$ cat config.mk
export PLATFORM = sky130hd
export DESIGN_NAME = pic_top
export DESIGN_NICKNAME = d
export VERILOG_FILES = /design/src/pic_pkg.sv /design/src/pic_top.sv
export SDC_FILE = /design/constraint.sdc
export NUM_CORES = 1
export LEC_CHECK = 0
export BUFFER_PORTS_ARGS = -buffer_cell sky130_fd_sc_hd__buf_4
export CAP_MARGIN = 20
export CORE_ASPECT_RATIO = 1.1
export CORE_MARGIN = 3
export CORE_UTILIZATION = 46
export DETAILED_ROUTE_END_ITERATION = 10
export GPL_ROUTABILITY_DRIVEN = 1
export GPL_TIMING_DRIVEN = 0
export PLACE_DENSITY_LB_ADDON = 0.3
export SYNTH_ARGS = -nofsm -noshare
export SYNTH_HDL_FRONTEND = slang
export SYNTH_SLANG_ARGS = --single-unit
$ cat constraint.sdc
create_clock -name hclk -period 131 [get_ports hclk]
set_input_delay 32.75 -clock hclk [delete_from_list [all_inputs] [get_ports hclk]]
set_output_delay 32.75 -clock hclk [all_outputs]
set_load 0.02 [all_outputs]
$ cat src/pic_pkg.sv
/*
  package for the priority interrupt controller: register offsets,
  field positions, reset values, vector codes and bus carriers.
  assumes an AHB-Lite slave with 32-bit data, one word per register.
*/
package pic_pkg;

  // register byte offsets
  localparam logic [7:0] OFS_STATUS_WORD  = 8'h00;
  localparam logic [7:0] OFS_CORE_CONTROL = 8'h04;
  localparam logic [7:0] OFS_TRAP_CTRL    = 8'h08;
  localparam logic [7:0] OFS_GLOBAL_CTRL  = 8'h0c;
  localparam logic [7:0] OFS_SOFT_TRAP    = 8'h10;
  localparam logic [7:0] OFS_HARD_TRAP    = 8'h14;
  localparam logic [7:0] OFS_PENDING      = 8'h18;
  localparam logic [7:0] OFS_FLAG_BASE    = 8'h20;
  localparam logic [7:0] OFS_ENABLE_BASE  = 8'h40;
  localparam logic [7:0] OFS_PRIO_BASE    = 8'h60;

  // field positions
  localparam int LEVEL_LO_POS      = 5;
  localparam int LEVEL_HI_POS      = 3;
  localparam int VAR_LATENCY_POS   = 15;
  localparam int NEST_DIS_POS      = 15;
  localparam int GIE_POS           = 15;
  localparam int TIMED_DIS_POS     = 14;
  localparam int SW_TRAP_POS       = 13;
  localparam int PEND_LEVEL_POS    = 8;

  // writable masks, unimplemented bits ignore writes
  localparam logic [15:0] MASK_STATUS_WORD = 16'h00e0;
  localparam logic [15:0] MASK_CORE_CTRL   = 16'h8000;
  localparam logic [15:0] MASK_TRAP_CTRL   = 16'hfffe;
  localparam logic [15:0] MASK_GLOBAL_CTRL = 16'he007;
  localparam logic [15:0] MASK_SOFT_TRAP   = 16'h0030;
  localparam logic [15:0] MASK_HARD_TRAP   = 16'h0001;
  localparam logic [15:0] MASK_TRAP_FLAGS  = 16'h78fe;

  // reset values
  localparam logic [15:0] RST_GLOBAL_CTRL  = 16'h8000;
  localparam logic [15:0] RST_ZERO         = 16'h0000;

  // vector codes
  localparam logic [7:0] VEC_MATH_TRAP     = 8'h04;
  localparam logic [7:0] VEC_DMA_TRAP      = 8'h05;
  localparam logic [7:0] VEC_SOFT_TRAP     = 8'h06;
  localparam logic [7:0] VEC_FIRST_USER    = 8'h08;
  localparam logic [3:0] LEVEL_TRAP        = 4'hf;

  typedef struct packed {
    logic [31:0] haddr;
    logic [1:0]  htrans;
    logic        hwrite;
    logic [2:0]  hsize;
    logic        hsel;
    logic        hready;
  } pic_ahb_req_t;

  typedef struct packed {
    logic [31:0] hrdata;
    logic        hreadyout;
    logic        hresp;
  } pic_ahb_rsp_t;

endpackage

$ cat src/pic_top.sv
/*
  priority interrupt controller register and arbitration logic.
  assumes one AHB-Lite master, sources and trap events in the hclk domain,
  external pins asynchronous.
*/
// Chosen here: the register offsets and register access over AHB-Lite.
// Overview of operation
// - each source flag is set by hardware and cleared only by software writes
// - each source has its own independent enable bit
// - each user source gets a 3-bit priority, eight levels
// - flags, enables, priorities packed in natural order, source 0 at bit 0
// - pending register latches vector in 7:0 and level in 11:8
// - vector 4 math, 5 dma, 6 soft trap, user sources start at 8
// - cpu level is high bit plus 3-bit field; high bit blocks user interrupts
// - level field 7 blocks all user interrupts
// - software cannot set the level-high bit; traps raise it
// - software writes change the level field unless nesting is disabled
// - trap status flags are set when their trap occurs
// - global enable resets to one; clearing it stops delivery
// - software trap bit 13 of global control is writable and reads back but drives no logic
// - external edge polarity: one is falling edge, zero rising edge
// - soft trap flags for dma address error and loop stack overflow
// - hard trap register holds the soft hard trap flag in bit 0 only
// - core control bit 15 selects variable latency, resets fixed
// - equal priority ties go to the lower natural order source
// - all requests merge into one request to the core
`timescale 1ns/100ps
module pic_top
  import pic_pkg::*;
#(
  parameter int NUM_SRC = 32
)
(
  // clock and reset
  input  wire logic                  hclk,
  input  wire logic                  hresetn,
  // ahb-lite slave
  input  wire pic_pkg::pic_ahb_req_t ahb_req,
  input  wire logic [31:0]           hwdata,
  output pic_pkg::pic_ahb_rsp_t      ahb_rsp,
  // interrupt sources
  input  wire logic [NUM_SRC-1:0]    src_event,
  input  wire logic [2:0]            ext_pin,
  input  wire logic [15:0]           trap_event,
  input  wire logic [1:0]            soft_trap_event,
  input  wire logic                  hard_trap_event,
  // core handshake
  input  wire logic                  irq_ack,
  input  wire logic                  irq_return,
  input  wire logic                  trap_entry,
  output logic                       cpu_irq,
  output logic                       nesting_disable,
  output logic                       var_latency
);
  import pic_pkg::*;

  localparam int WORDS = (NUM_SRC + 15) / 16;
  localparam int PWORDS = (NUM_SRC + 3) / 4;

  if (NUM_SRC < 3 || NUM_SRC > 128)
  begin : g_bad_num_src
    $error("NUM_SRC out of range");
  end

  // bus state
  logic        dp_wr;
  logic        dp_rd;
  logic [7:0]  dp_addr;
  logic [15:0] wdat;
  logic [15:0] rdat;

  // registers
  logic [2:0]         cpu_level_low;
  logic               cpu_level_high;
  logic [15:0]        trap_ctrl;
  logic [15:0]        global_ctrl;
  logic [15:0]        soft_trap;
  logic               soft_hard_trap_flag;
  logic [7:0]         pending_vector_number;
  logic [3:0]         new_cpu_level;
  logic [NUM_SRC-1:0] request_flag_words;
  logic [NUM_SRC-1:0] source_enable_words;
  logic [2:0]         source_priority_words [NUM_SRC];
  logic               in_handler;

  // external pin sync and edge detect
  logic [2:0] ext_s1;
  logic [2:0] ext_s2;
  logic [2:0] ext_s3;
  logic [2:0] ext_edge;
  logic [NUM_SRC-1:0] hw_set;

  wire logic addr_ok = ahb_req.hsel && ahb_req.hready && ahb_req.htrans[1];
  assign wdat = hwdata[15:0];

  always_ff @(posedge hclk or negedge hresetn)
  begin
    if (!hresetn)
    begin
      dp_wr   <= 1'b0;
      dp_rd   <= 1'b0;
      dp_addr <= 8'h00;
    end
    else
    begin
      dp_wr   <= addr_ok && ahb_req.hwrite;
      dp_rd   <= addr_ok && !ahb_req.hwrite;
      dp_addr <= ahb_req.haddr[7:0];
    end
  end

  always_ff @(posedge hclk or negedge hresetn)
  begin
    if (!hresetn)
    begin
      ext_s1 <= 3'h0;
      ext_s2 <= 3'h0;
      ext_s3 <= 3'h0;
    end
    else
    begin
      ext_s1 <= ext_pin;
      ext_s2 <= ext_s1;
      ext_s3 <= ext_s2;
    end
  end

  // falling edge when polarity bit set, rising otherwise
  assign ext_edge = (global_ctrl[2:0] & ext_s3 & ~ext_s2) |
                    (~global_ctrl[2:0] & ~ext_s3 & ext_s2);

  always_comb
  begin
    hw_set = src_event;
    hw_set[0] = src_event[0] | ext_edge[0];
    hw_set[1] = src_event[1] | ext_edge[1];
    hw_set[2] = src_event[2] | ext_edge[2];
  end

  // per-source flag, enable and priority
  genvar g;
  generate
    for (g = 0; g < NUM_SRC; g++)
    begin : g_src
      wire logic fwr = dp_wr && dp_addr == OFS_FLAG_BASE + 8'(4 * (g / 16));
      wire logic ewr = dp_wr && dp_addr == OFS_ENABLE_BASE + 8'(4 * (g / 16));
      wire logic pwr = dp_wr && dp_addr == OFS_PRIO_BASE + 8'(4 * (g / 4));
      always_ff @(posedge hclk or negedge hresetn)
      begin
        if (!hresetn)
        begin
          request_flag_words[g]    <= 1'b0;
          source_enable_words[g]   <= 1'b0;
          source_priority_words[g] <= 3'h0;
        end
        else
        begin
          if (hw_set[g])
            request_flag_words[g] <= 1'b1;
          else if (fwr)
            request_flag_words[g] <= wdat[g % 16];
          if (ewr)
            source_enable_words[g] <= wdat[g % 16];
          if (pwr)
            source_priority_words[g] <= wdat[4 * (g % 4) +: 3];
        end
      end
    end
  endgenerate

  // arbitration: highest priority, lowest index on ties
  logic [2:0]  best_prio;
  logic [7:0]  best_vec;
  logic        best_hit;
  always_comb
  begin
    best_prio = 3'h0;
    best_vec  = 8'h00;
    best_hit  = 1'b0;
    for (int i = 0; i < NUM_SRC; i++)
    begin
      if (request_flag_words[i] && source_enable_words[i] &&
          (!best_hit || source_priority_words[i] > best_prio))
      begin
        best_hit  = 1'b1;
        best_prio = source_priority_words[i];
        best_vec  = VEC_FIRST_USER + 8'(i);
      end
    end
  end

  wire logic [3:0] cpu_level = {cpu_level_high, cpu_level_low};
  wire logic deliver = best_hit && global_ctrl[GIE_POS] && !cpu_level_high &&
                       {1'b0, best_prio} > cpu_level &&
                       !(in_handler && trap_ctrl[NEST_DIS_POS]);

  always_ff @(posedge hclk or negedge hresetn)
  begin
    if (!hresetn)
      cpu_irq <= 1'b0;
    else
      cpu_irq <= deliver;
  end

  // pending vector latch
  always_ff @(posedge hclk or negedge hresetn)
  begin
    if (!hresetn)
    begin
      pending_vector_number <= 8'h00;
      new_cpu_level         <= 4'h0;
    end
    else if (trap_entry)
    begin
      new_cpu_level <= LEVEL_TRAP;
      if (trap_event[4])
        pending_vector_number <= VEC_MATH_TRAP;
      else if (trap_event[5])
        pending_vector_number <= VEC_DMA_TRAP;
      else
        pending_vector_number <= VEC_SOFT_TRAP;
    end
    else if (deliver)
    begin
      pending_vector_number <= best_vec;
      new_cpu_level         <= {1'b0, best_prio};
    end
  end

  // cpu level and handler tracking
  always_ff @(posedge hclk or negedge hresetn)
  begin
    if (!hresetn)
    begin
      cpu_level_low  <= 3'h0;
      cpu_level_high <= 1'b0;
      in_handler     <= 1'b0;
    end
    else
    begin
      if (trap_entry)
        cpu_level_high <= 1'b1;
      else if (irq_return)
        cpu_level_high <= 1'b0;
      if (irq_ack && !trap_entry)
        cpu_level_low <= new_cpu_level[2:0];
      else if (dp_wr && dp_addr == OFS_STATUS_WORD && !trap_ctrl[NEST_DIS_POS])
        cpu_level_low <= wdat[LEVEL_LO_POS +: 3];
      if (irq_ack)
        in_handler <= 1'b1;
      else if (irq_return)
        in_handler <= 1'b0;
    end
  end

  // control and trap status
  always_ff @(posedge hclk or negedge hresetn)
  begin
    if (!hresetn)
    begin
      trap_ctrl           <= RST_ZERO;
      global_ctrl         <= RST_GLOBAL_CTRL;
      soft_trap           <= RST_ZERO;
      soft_hard_trap_flag <= 1'b0;
      var_latency         <= 1'b0;
    end
    else
    begin
      if (dp_wr && dp_addr == OFS_TRAP_CTRL)
        trap_ctrl <= (wdat & MASK_TRAP_CTRL) | (trap_event & MASK_TRAP_FLAGS);
      else
        trap_ctrl <= trap_ctrl | (trap_event & MASK_TRAP_FLAGS);
      if (dp_wr && dp_addr == OFS_GLOBAL_CTRL)
        global_ctrl <= wdat & MASK_GLOBAL_CTRL;
      if (dp_wr && dp_addr == OFS_SOFT_TRAP)
        soft_trap <= (wdat | {10'h000, soft_trap_event, 4'h0}) & MASK_SOFT_TRAP;
      else
        soft_trap <= soft_trap | {10'h000, soft_trap_event, 4'h0};
      if (hard_trap_event)
        soft_hard_trap_flag <= 1'b1;
      else if (dp_wr && dp_addr == OFS_HARD_TRAP)
        soft_hard_trap_flag <= wdat[0];
      if (dp_wr && dp_addr == OFS_CORE_CONTROL)
        var_latency <= wdat[VAR_LATENCY_POS];
    end
  end

  always_ff @(posedge hclk or negedge hresetn)
  begin
    if (!hresetn)
      nesting_disable <= 1'b0;
    else
      nesting_disable <= trap_ctrl[NEST_DIS_POS];
  end

  // read mux
  always_comb
  begin
    rdat = 16'h0000;
    case (dp_addr)
      OFS_STATUS_WORD:  rdat = {8'h00, cpu_level_low, 5'h00};
      OFS_CORE_CONTROL: rdat = {var_latency, 11'h000, cpu_level_high, 3'h0};
      OFS_TRAP_CTRL:    rdat = trap_ctrl;
      OFS_GLOBAL_CTRL:  rdat = global_ctrl;
      OFS_SOFT_TRAP:    rdat = soft_trap;
      OFS_HARD_TRAP:    rdat = {15'h0000, soft_hard_trap_flag};
      OFS_PENDING:      rdat = {4'h0, new_cpu_level, pending_vector_number};
      default:
      begin
        for (int w = 0; w < WORDS; w++)
        begin
          if (dp_addr == OFS_FLAG_BASE + 8'(4 * w))
            for (int b = 0; b < 16; b++)
              if (16 * w + b < NUM_SRC)
                rdat[b] = request_flag_words[16 * w + b];
          if (dp_addr == OFS_ENABLE_BASE + 8'(4 * w))
            for (int b = 0; b < 16; b++)
              if (16 * w + b < NUM_SRC)
                rdat[b] = source_enable_words[16 * w + b];
        end
        for (int p = 0; p < PWORDS; p++)
          if (dp_addr == OFS_PRIO_BASE + 8'(4 * p))
            for (int k = 0; k < 4; k++)
              if (4 * p + k < NUM_SRC)
                rdat[4 * k +: 3] = source_priority_words[4 * p + k];
      end
    endcase
  end

  always_ff @(posedge hclk or negedge hresetn)
  begin
    if (!hresetn)
      ahb_rsp <= '{hrdata: 32'h0, hreadyout: 1'b1, hresp: 1'b0};
    else
      // one wait state on reads so hrdata is taken from the data-phase address
      ahb_rsp <= '{hrdata: dp_rd ? {16'h0000, rdat} : ahb_rsp.hrdata,
                   hreadyout: !(addr_ok && !ahb_req.hwrite), hresp: 1'b0};
  end

  // assertions
  irq_global_a: assert property (@(posedge hclk) disable iff (!hresetn)
    !global_ctrl[GIE_POS] |=> !cpu_irq) else $error("irq with global enable clear");
  irq_level7_a: assert property (@(posedge hclk) disable iff (!hresetn)
    cpu_level_low == 3'h7 |=> !cpu_irq) else $error("irq at level 7");
  irq_high_a: assert property (@(posedge hclk) disable iff (!hresetn)
    cpu_level_high |=> !cpu_irq) else $error("irq with level high set");
  flag_sticky_a: assert property (@(posedge hclk) disable iff (!hresetn)
    hw_set[0] |=> request_flag_words[0]) else $error("flag lost");
  nest_lock_a: assert property (@(posedge hclk) disable iff (!hresetn)
    trap_ctrl[NEST_DIS_POS] && !irq_ack |=> $stable(cpu_level_low)) else $error("level written");
  trap_raise_a: assert property (@(posedge hclk) disable iff (!hresetn)
    trap_entry |=> cpu_level_high && new_cpu_level == LEVEL_TRAP) else $error("trap level");
  irq_cause_a: assert property (@(posedge hclk) disable iff (!hresetn)
    cpu_irq |-> $past(best_hit && source_enable_words != '0)) else $error("irq without source");
  bus_ready_a: assert property (@(posedge hclk) disable iff (!hresetn)
    !ahb_rsp.hreadyout |=> ahb_rsp.hreadyout && !ahb_rsp.hresp) else $error("bus stalled");

endmodule

[Yosys cells after proc, flatten, opt, wreduce, memory -nomap -nowiden]
Index checks and enable logic that the tools add are counted.
Word-level totals
  register bits after elaboration: 255
  bits of input ports: 131
Operators by class
  bitwise operators: 15
  equal/unequal tests: 18
  magnitude comparators: 32
  reductions and logical operators: 198
  mux-type cells: 212
Operators with widths (number)
  $mux W8: 34
  $mux W3: 66
  $pmux W16 S7: 1
  $mux W1: 101
  $mux W16: 6
  $gt A3 B3 Y1: 31
  $logic_and A1 B1 Y1: 92
  $eq A8 B7 Y1 const B: 10
  $reduce_bool A2 Y1: 37
  $logic_not A1 Y1: 37
  $or A16 B15 Y16: 2
  $logic_or A1 B1 Y1: 31
  $eq A8 B5 Y1 const B: 3
  $eq A8 B4 Y1 const B: 2
  $eq A8 B6 Y1 const B: 2
  $or A16 B6 Y16: 1
  $and A3 B3 Y3: 4
  $mux W4: 3
  $not A3 Y3: 3
  $eq A8 B3 Y1 const B: 1
  $logic_not A8 Y1: 1
  $or A6 B6 Y6: 1
  $gt A3 B4 Y1: 1
  $or A1 B1 Y1: 3
  other kinds (2): 2

[Logic depth before layout (Yosys ltp)]
Gate-level depths: netlist of the first run.
  word-level depth: 132
  mapped depth: 260
  depth with buffers taken out: 253

[Worst setup path before layout of the first run]
Ideal clock, no wire load.
  kind: register -> register
  from: register request_flag_words[0]
  to: register pending_vector_number[3]
  setup time: 0.078 ns
  setup slack: 86.058 ns
  path buffers: 8
  required time: 130.922 ns
  clock period less this slack: 44.942 ns
  stages on the path, launching flop included: 233
  arrival: 44.864 ns
  cell sequence: dfrtp_1 and2_0 nand2_1 ha_1 and3b_1 o21a_1 a21o_1 and2_1 ha_1 and3_1 a211o_1 and2_1 a31oi_1 inv_1 ha_1 a21oi_1 o21ai_0 a32oi_2 [... 197 more ...] a21oi_1 nand2_1 o21a_1 ha_1 a21o_1 a21oi_1 a31oi_1 o21ba_2 nor4_1 a31oi_1 and3_1 ha_1 nand3_1 nand4b_1 a221oi_1 clkbuf_1 o211ai_1 a21oi_1
On the way
  word-level cells in the longest chain between the ends: 131
Ends and longest elaborated chain
  start: declaration: line pic_top.sv:81  | logic [NUM_SRC-1:0] request_flag_words;
  start signal: indexed assignment: line pic_top.sv:161  | request_flag_words[g] <= wdat[g % 16];
  $logic_and A1 B1 Y1 *: line pic_top.sv:182  | if (request_flag_words[i] && source_enable_words[i] &&
  parallel branches: the longest is 127 deep, another holds $gt A3 B3 Y1
  $logic_and A1 B1 Y1 *: line pic_top.sv:193  | wire logic deliver = best_hit && global_ctrl[GIE_POS] && !cpu_level_high &&
  $logic_and A1 B1 Y1 *: line pic_top.sv:194  | {1'b0, best_prio} > cpu_level &&
  net deliver: line pic_top.sv:193
  $reduce_bool A2 Y1 (no line) *
  end signal: assignment: line pic_top.sv:225  | pending_vector_number <= best_vec;
  end: declaration: line pic_top.sv:79  | logic [7:0] pending_vector_number;
Mark *: on every way through the listed nets, which the timed path passes. The select of a mux whose other input is x is not followed.
A chain may end at the register's enable or synchronous reset.

[Final worst setup path of the first run]
Ends and elaborated chain as after synthesis.

==> impl_summary.md, run 1 <==
GRT
The total routing resource utilization after global routing is roughly 31%. The initial antenna violation count is 1. The final global-route overflow total is 0.

Entering global routing, the biggest net connects a little under 100 pins. The first global-routing pass estimated 82260 µm of wire. The via count of the first global-routing pass was roughly 13000.

Worst hold path
Along the worst hold path, the cell count comes to 0. The path class of the tightest hold or removal check is reg -> reg. The worst hold path terminates at ext_s2[2].

The critical hold path startpoint is ext_s1[2].

Logic synthesis
After synthesis the netlist holds a flip-flop and latch count of 238. The synthesized area divided by synthesized cell count is 9.582 µm². Yosys mapped a number of flops with a built-in enable equal to 0.

For this run, the number of Yosys warnings is 0. The mapped netlist covers between 15000 and 20000 µm². The number of instances in the synthesized netlist is roughly 1600. Sequential cells were found to cover 39.68% of the synthesized design area. Of all flip-flops after synthesis, the portion carrying an async set or reset was 100.0%. The number of library cell types mapped by synthesis is 92. The main flop type after synthesis is sky130_fd_sc_hd__dfrtp_1.

STA
After layout, the worst path uses 41.67% of the clock period. Across the routed clock network, the largest skew measured is 0.01484 ns. The final hold violation count is 0. Timing would allow up to approximately 0.018 GHz. The worst slew slack as a fraction of its limit is a little under a quarter. Setup repair after global routing left no endpoint under its margin. The worst path needs 54.59 ns of the cycle, external delays included. The number of failing setup endpoints in the final timing report is 0. The worst hold slack across all endpoints is between 0.3 and 0.4 ns.

The final-report max-slew violation count was 0. The actual slew at the worst max-slew pin is 1.156 ns. The sum of negative setup slack is 0 ns.

Floorplanning
For this design the top-level I/O count stands at 168. From bottom edge to top edge, the die measures 195.5 µm. The row count is 68. The area enclosed by the die boundary is 34850 µm².

The core outline area is 31740 µm². The die is approximately 180 µm wide. The initial standard-cell utilization of the core is 47.31%.

CTS
The clock passes through at most 3 buffers. The root buffer cell chosen for the clock tree is sky130_fd_sc_hd__clkbuf_16. The total of cells resized after clock tree synthesis is 0. The count of hold buffers inserted by post-cts repair is 0.

At the later pin of the worst-skew pair, clock insertion delay measures 0.55 ns. In this run the number of H-tree levels came out at 1. Clock-pin slew was measured on the worst setup and hold paths at approximately 0.07 ns. For this design, the sink count on the clock tree is 238. The post-CTS setup buffer count is 0. The TritonCTS clock tree is built. The number of CTS-inserted buffers is 26.

Worst setup path
The path type of the worst setup path is reg -> reg. The setup slack of the most critical reg-to-reg path is between 70 and 80 ns. The family of cells with the greatest summed delay on the critical path is compound AO/OA/AOI/OAI gates. The startpoint type of the worst setup path is a flip-flop. Counting both buffers and inverters, the worst setup path holds a total of 20. The worst setup path is captured at a flip-flop. The critical path runs through a total of roughly 240 cells. For the worst setup path, the data required time is around 130 ns. The library cell appearing most often on the critical path is sky130_fd_sc_hd__a21oi_1.

The top fanout value on the critical path is 10. The peak per-stage delay on the critical path is 0.76 ns. The arrival time at the worst endpoint is 55.06 ns. The depth of the most critical reg-to-reg path is 235. The slowest stage of the critical path is the sky130_fd_sc_hd__o2111ai_1 cell. The endpoint of the lowest-slack register-to-register path is pending_vector_number[3]. The startpoint identified for the worst register-to-register timing path is request_flag_words[0].

Pwr
The clock network power share is 14.8%. The power dissipated by switching net loads is 0.2542 mW. Overall power consumption after layout is estimated at 0.5456 mW. Registers are responsible for 15.3% of the overall power. The switching fraction of total power is 46.60%. The largest vdd supply drop is 0.04395 mV. Cell internal power was estimated by the tool at 0.2913 mW. For this design the ratio of total power to cell area is 31.44 nW/µm². The standby leakage power is between 7 and 8 nW. The share of power burned in combinational logic is a little over two thirds.

Final layout
The number of antenna diodes in the final layout is 0. The summed area of non-filler cells in the final layout is approximately 17000 µm². Registers take 5958 µm². At the end of the flow, the number of nets in the layout was 1919. The finished layout holds about 2200 standard cells, fillers aside.

Cells with a size suffix above 1 make up ~22% of the layout. The area growth from synthesis to layout is 15.58%. After filler insertion, the fill cell instance count of the layout stands at 2852.

The combined area of the multi-input logic cells is between 8000 and 9000 µm².

Routing
Summed over all layers, the routed wires come to 54780 µm. In the routed design, unresolved DRC markers number 0. The total number of vias is 13745. The vias per cell is 6.381. The number of violations reported at the end of detailed-routing iteration 0 is around 1800. Once detail routing completed, the nets flagged for antenna violations numbered 0. The routed length per placed instance is 25.43 µm. The detailed-router iteration count before antenna repair is 6.

Outcome
The flow ran to the end, and the final reports show no timing, DRC or antenna violations.

Job
The number of max-capacitance violations reported is 0.

Placed design
Including well taps, the total number of placed cells is 2108. Input and output buffers added on the ports amount to 100. The total cell area at the placement stage is 16430 µm². At the end of routability-driven placement, the weighted congestion stood at ~1. Once detailed placement completed, the half-perimeter wirelength came to 42030 µm.
layout make-up:
class	count	area share, %
tap	420	3.028
clock inverter	12	1.211
sequential	238	34.34
clock buffer	34	4.103
multi-input combinational	1183	48.53
buffer	78	2.192
inverter	84	1.817
timing repair buffer	105	4.788
synth_stat cells, types with 5 or more instances:
cell / n / area, µm²
sky130_fd_sc_hd__o2bb2ai_1: 5 / 43.79
sky130_fd_sc_hd__o22ai_1: 7 / 43.79
sky130_fd_sc_hd__a31oi_1: 20 / 125.1
sky130_fd_sc_hd__a211oi_1: 14 / 105.1
sky130_fd_sc_hd__nand2b_1: 13 / 81.33
sky130_fd_sc_hd__buf_4: 18 / 135.1
sky130_fd_sc_hd__clkbuf_1: 53 / 198.9
sky130_fd_sc_hd__or2_2: 7 / 43.79
sky130_fd_sc_hd__mux2i_1: 13 / 130.1
sky130_fd_sc_hd__nand3_1: 51 / 255.2
sky130_fd_sc_hd__o21ai_0: 44 / 220.2
sky130_fd_sc_hd__nor3_1: 18 / 90.09
sky130_fd_sc_hd__o31ai_1: 6 / 45.04
sky130_fd_sc_hd__a21oi_1: 98 / 490.5
sky130_fd_sc_hd__mux2_2: 158 / 1779
sky130_fd_sc_hd__o21a_1: 11 / 82.58
sky130_fd_sc_hd__ha_1: 72 / 900.9
sky130_fd_sc_hd__a211o_1: 16 / 140.1
sky130_fd_sc_hd__and3_1: 24 / 150.1
sky130_fd_sc_hd__nor2_1: 102 / 382.9
sky130_fd_sc_hd__nand3b_1: 34 / 255.2
sky130_fd_sc_hd__nand2_1: 172 / 645.6
sky130_fd_sc_hd__a22oi_1: 60 / 450.4
sky130_fd_sc_hd__a41oi_1: 17 / 148.9
sky130_fd_sc_hd__a21o_1: 14 / 105.1
sky130_fd_sc_hd__a22o_1: 7 / 61.31
sky130_fd_sc_hd__and2_1: 14 / 87.58
sky130_fd_sc_hd__nor2b_1: 23 / 143.9
sky130_fd_sc_hd__o311ai_0: 5 / 43.79
sky130_fd_sc_hd__dfrtp_1: 236 / 5906
sky130_fd_sc_hd__o211ai_1: 15 / 112.6
sky130_fd_sc_hd__maj3_1: 11 / 110.1
sky130_fd_sc_hd__inv_1: 84 / 315.3
sky130_fd_sc_hd__a221oi_1: 11 / 96.34
sky130_fd_sc_hd__a21oi_2: 5 / 43.79
how the worst max path moves through the flow:
stage                            from                       end  slack (ns)
2_1_floorplan   request_flag_words[0]  pending_vector_number[3]       86.06
3_3_place_gp    request_flag_words[0]  pending_vector_number[3]       78.07
3_5_place_dp    request_flag_words[0]  pending_vector_number[3]       77.51
4_1_cts         request_flag_words[0]  pending_vector_number[3]       77.24
5_1_grt        source_enable_words[0]  pending_vector_number[3]       72.34
6_report        request_flag_words[0]  pending_vector_number[3]       76.41
cells by family (layout without fill, tap and decap cells):
kind of cell,Yosys count,count (layout),synth area share [%]
buffers and inverters,162,313,4.633
AND/OR/NAND/NOR,497,497,16.49
other,1,17,0.02498
adder cells (fa/ha/maj),84,84,6.808
flip-flops,238,238,39.68
multiplexers,171,171,12.72
AO/OA/AOI/OAI,414,414,19.64
cells in the final DEF, fill, tap and decap left out, drive strengths merged, types with 7 or more instances in the layout:
master,count
a211o,16
a211oi,17
a21o,14
a21oi,103
a221oi,12
a22o,7
a22oi,60
a31oi,20
a41oi,17
and2,15
and3,24
buf,130
clkbuf,87
conb,17
dfrtp,236
ha,72
inv,84
maj3,12
mux2,158
mux2i,13
nand2,173
nand2b,13
nand3,52
nand3b,35
nor2,103
nor2b,23
nor3,21
o211ai,17
o21a,11
o21ai,49
o22ai,7
o31ai,8
or2,8
power groups by stage:
stage,registers (mW),clock network [mW],logic [mW]
6_report,0.0837,0.0810,0.381
5_1_grt,0.0839,0.0846,0.430
4_1_cts,0.0834,0.0814,0.378
3_5_place_dp,0.0846,0,0.376
3_3_place_gp,0.0845,0,0.361
2_1_floorplan,0.0836,0,0.282
worst register-to-register path: cells and delay by family (launching register included):
family / cells / cell delay [ns]
simple gates: 55 / 9.50
compound gates: 110 / 26.16
flops: 1 / 0.42
mux: 9 / 3.53
buf+inv: 20 / 3.16
fa+ha+maj: 41 / 11.76
per-layer routing:
layer / GRT usage (%) / vias up / part of all wire, %
li1: - / 6062 / -
met1: 42.70 / 6687 / 40
met2: 47.33 / 818 / 43
met3: 5.757 / 178 / 10
met4: 16.25 / 0 / 6.5
met5: 0 / - / 0
registers in the layout, indices dropped and copies added (netlist names):
register	cells
ahb_rsp	17
cpu_irq	1
cpu_level_high	1
cpu_level_low	3
dp_addr	8
dp_rd	1
dp_wr	1
ext_s1	3
ext_s2	3
ext_s3	3
global_ctrl	6
in_handler	1
nesting_disable	1
new_cpu_level	4
pending_vector_number	6
request_flag_words	32
soft_hard_trap_flag	1
soft_trap	2
source_enable_words	32
source_priority_words	96
trap_ctrl	15
var_latency	1
metrics by stage:
stage / setup slack [ns] / util, %
after floorplan: 86.06 / -
after global placement: 78.07 / 51.52
after detailed placement: 77.51 / 51.77
after CTS: 77.24 / 54.68
after global routing: 72.34 / 54.68
final: 76.41 / 54.68
Note: power is estimated with default switching activity, not from simulation.
==> inputs of run 2 (changes only) <==
Clock period 131 ns to 43.8 ns, I/O delays scaled along.
==> run 2 against run 1 <==
Effect of this change: the run now ends with setup timing left; clock-buffer cell count up 1; clock skew up 0.0022 ns; via count up 10%; worst setup slack worse by 77 ns; utilization up 9.6 points; first-iteration DRC count up 2.0%; critical path depth up 9; die area unchanged; worst hold slack better by 0.00078 ns; flip-flop and latch count unchanged.
==> impl_summary.md, run 2 (synthesized netlist as in run 1, its figures left out) <==
Outcome
The flow ran to the end, but the final reports show violations. The final reports fail on setup timing.

STA
Subtracting the final worst setup slack from the clock period gives between 40 and 50 ns. In this run the tightest slew margin relative to its limit is between 15 and 20%. The final worst slack is -0.2538 ns. The worst hold slack across all endpoints is 0.3512 ns. Setup violations remaining at the end of the flow were counted as 10. Across the routed clock network, the largest skew measured is 0.01709 ns.

The final cycle utilization of the critical path is 100.6%. The final hold violation count came to 0. The final-report max-slew violation count is 0. For the pin with the worst max-slew slack, the measured transition is between 1 and 1.5 ns. The achievable frequency is 0.02270 GHz.

Setup repair after global routing could not meet its margin everywhere.

Worst setup path
The arrival time at the worst endpoint is roughly 44 ns. The worst register-to-register path begins at source_enable_words[0]. On the critical path the largest part of the delay comes from compound AO/OA/AOI/OAI gates. The most critical setup path has its startpoint at source_enable_words[0]. STA puts the critical path data required time at 44.22 ns. By instance count, the cell type seen most on the critical path is sky130_fd_sc_hd__a21oi_2.

Along the worst path, the maximum fanout reaches 8. The library cell contributing the largest single delay on the critical path is sky130_fd_sc_hd__o211ai_1. Counting both buffers and inverters, the worst setup path holds a total of 26. The peak per-stage delay on the critical path is approximately 0.46 ns.

STA classifies the critical path startpoint as a flip-flop. The path type of the worst setup path is reg -> reg. The endpoint class of the critical path is a flip-flop.

Routing
For this block, the via count after detailed routing is 15124. Once detail routing completed, the nets flagged for antenna violations numbered 0. After detailed routing, the number of remaining DRC violations is 0. The detailed-router iteration count before antenna repair is 8.

The routed length per placed instance is 27.02 µm. The total wire length after detailed routing is 62600 µm. After the first detailed-routing iteration, the DRC count stood at ~1900. The vias per cell is 6.527.

GRT
The first global-routing pass estimated 86800 µm of wire. The via count of the first global-routing pass is 14371. The total routing resource utilization after global routing is about 33%. Global routing finished with a remaining overflow of 0. The largest net degree at the start of global routing is 119. The initial antenna violation count is 3.

Placed design
The number of buffers added on ports is 100. The routability congestion estimate from global placement is 0.9975. Once detailed placement completed, the half-perimeter wirelength came to 42310 µm. At the placement stage, the worst setup path has a slack of -7.975 ns.

Final layout
The final net count is 2082. The growth of design area from synthesis to finish is 35.92%. The register with the most flip-flops in the layout has 96 of them. The register with the most flip-flops in the final layout is source_priority_words. The library cell used most frequently in the layout, excluding fill and tap cells, is sky130_fd_sc_hd__buf_4.

The post-route netlist has 40.56% of its cells at a drive strength greater than 1. The library cells used most frequently in the layout, excluding fill and tap cells, are 268 x sky130_fd_sc_hd__buf_4, 236 x sky130_fd_sc_hd__dfrtp_1, 158 x sky130_fd_sc_hd__nand2_1, 141 x sky130_fd_sc_hd__mux2_2, 92 x sky130_fd_sc_hd__nor2_1. The largest registers in the layout are source_priority_words: 96 flops, request_flag_words: 32 flops, source_enable_words: 32 flops. The number of fill cells is 2441.

CTS
The insertion delay to the later sink of the worst-skew pair is about 0.56 ns. The post-CTS clock slew at the launch and capture registers of the worst setup and hold paths is 0.06 ns. The tree is rooted in a sky130_fd_sc_hd__clkbuf_16. In this run the number of H-tree levels came out at 1. The number of buffers on the longest clock path is 3.

CTS saw 238 sinks. TritonCTS created 26 clock buffers. TritonCTS built the clock tree.

Floorplanning
The number of primary I/O pins is 168. The height of the die is 195.5 µm. In this run the horizontal extent of the chip is about 180 µm.

The initialized floorplan defines 68 standard-cell rows. The area enclosed by the die boundary is 34850 µm². The initial standard-cell utilization of the core is 47.31%. The core outline area is around 32000 µm².

Job
Max-cap violations in this run came to 0.

Worst hold path
The worst hold path belongs to the class reg -> reg. The critical hold path startpoint is ext_s1[1].
[run 2: worst reg2reg max path: cells and delay by family, from the launching register on]
| kind | cells | cell delay (ns) |
|---|---|---|
| DFF | 1 | 0.39 |
| and+or+nand+nor | 56 | 7.67 |
| AOI/OAI and AO/OA | 112 | 19.60 |
| buffers and inverters | 26 | 2.84 |
| muxes | 9 | 2.83 |
| adders and majority gates | 41 | 10.57 |
[run 2: layout make-up]
type / instances / area, µm² / share of cell area, %
Clock buffer: 35 / 765.7 / 3.752
Clock inverter: 10 / 105.1 / 0.5150
Tap cell: 420 / 525.5 / 2.575
Sequential cell: 238 / 5958 / 29.20
Antenna cell: 1 / 2.502 / 0.01226
Buffer: 75 / 387.9 / 1.901
Timing Repair Buffer: 271 / 2143 / 10.50
Multi-Input combinational cell: 1183 / 10200 / 50.00
Inverter: 84 / 315.3 / 1.545
[run 2: what timing repair did]
action | in CTS | in global routing
pin swaps | 88 | 177
hold buffers | 0 | 0
hold endpoints to repair | 0 | 0
setup endpoints to repair | 11 | 11
setup buffers | 105 | 63
resized for setup | 171 | 202
[run 2: path summary, 6_finish.rpt]
path,end,slack (ns),cells after the start
worst max-delay path,pending_vector_number[2],-0.25,244
worst min-delay path,ext_s2[1],0.35,0
worst max register to register,pending_vector_number[2],-0.25,244
worst min register to register,ext_s2[1],0.35,0
max in group asynchronous,global_ctrl[15],32.25,3
min in group asynchronous,source_priority_words[30],10.26,1
[run 2: per-stage QoR]
| stage | instance area [µm²] | setup TNS [ns] | std cells | utilization [%] |
|---|---|---|---|---|
| 2_1_floorplan | 15140 | 0 | 1583 | - |
| 6_report | 20410 | -2.158 | 2317 | 64.31 |
| 4_1_cts | 18880 | 0 | 2255 | 59.50 |
| 3_5_place_dp | 16490 | -86.66 | 2107 | 51.96 |
| 3_3_place_gp | 16420 | -76.71 | 2103 | 51.73 |
| 5_1_grt | 20410 | -18.62 | 2316 | 64.30 |
[run 2: routing by layer]
metal | up-vias | wire length [µm] | GRT usage, %
met5 | - | 13 | 0
met4 | 2 | 5467 | 21.65
met3 | 295 | 6275 | 6.807
met2 | 1043 | 27620 | 49.99
met1 | 7405 | 23220 | 42.48
li1 | 6379 | - | -
Power of run 2 is not shown: default switching activity piles up to over one toggle a cycle in this logic, so the estimate is an artifact.
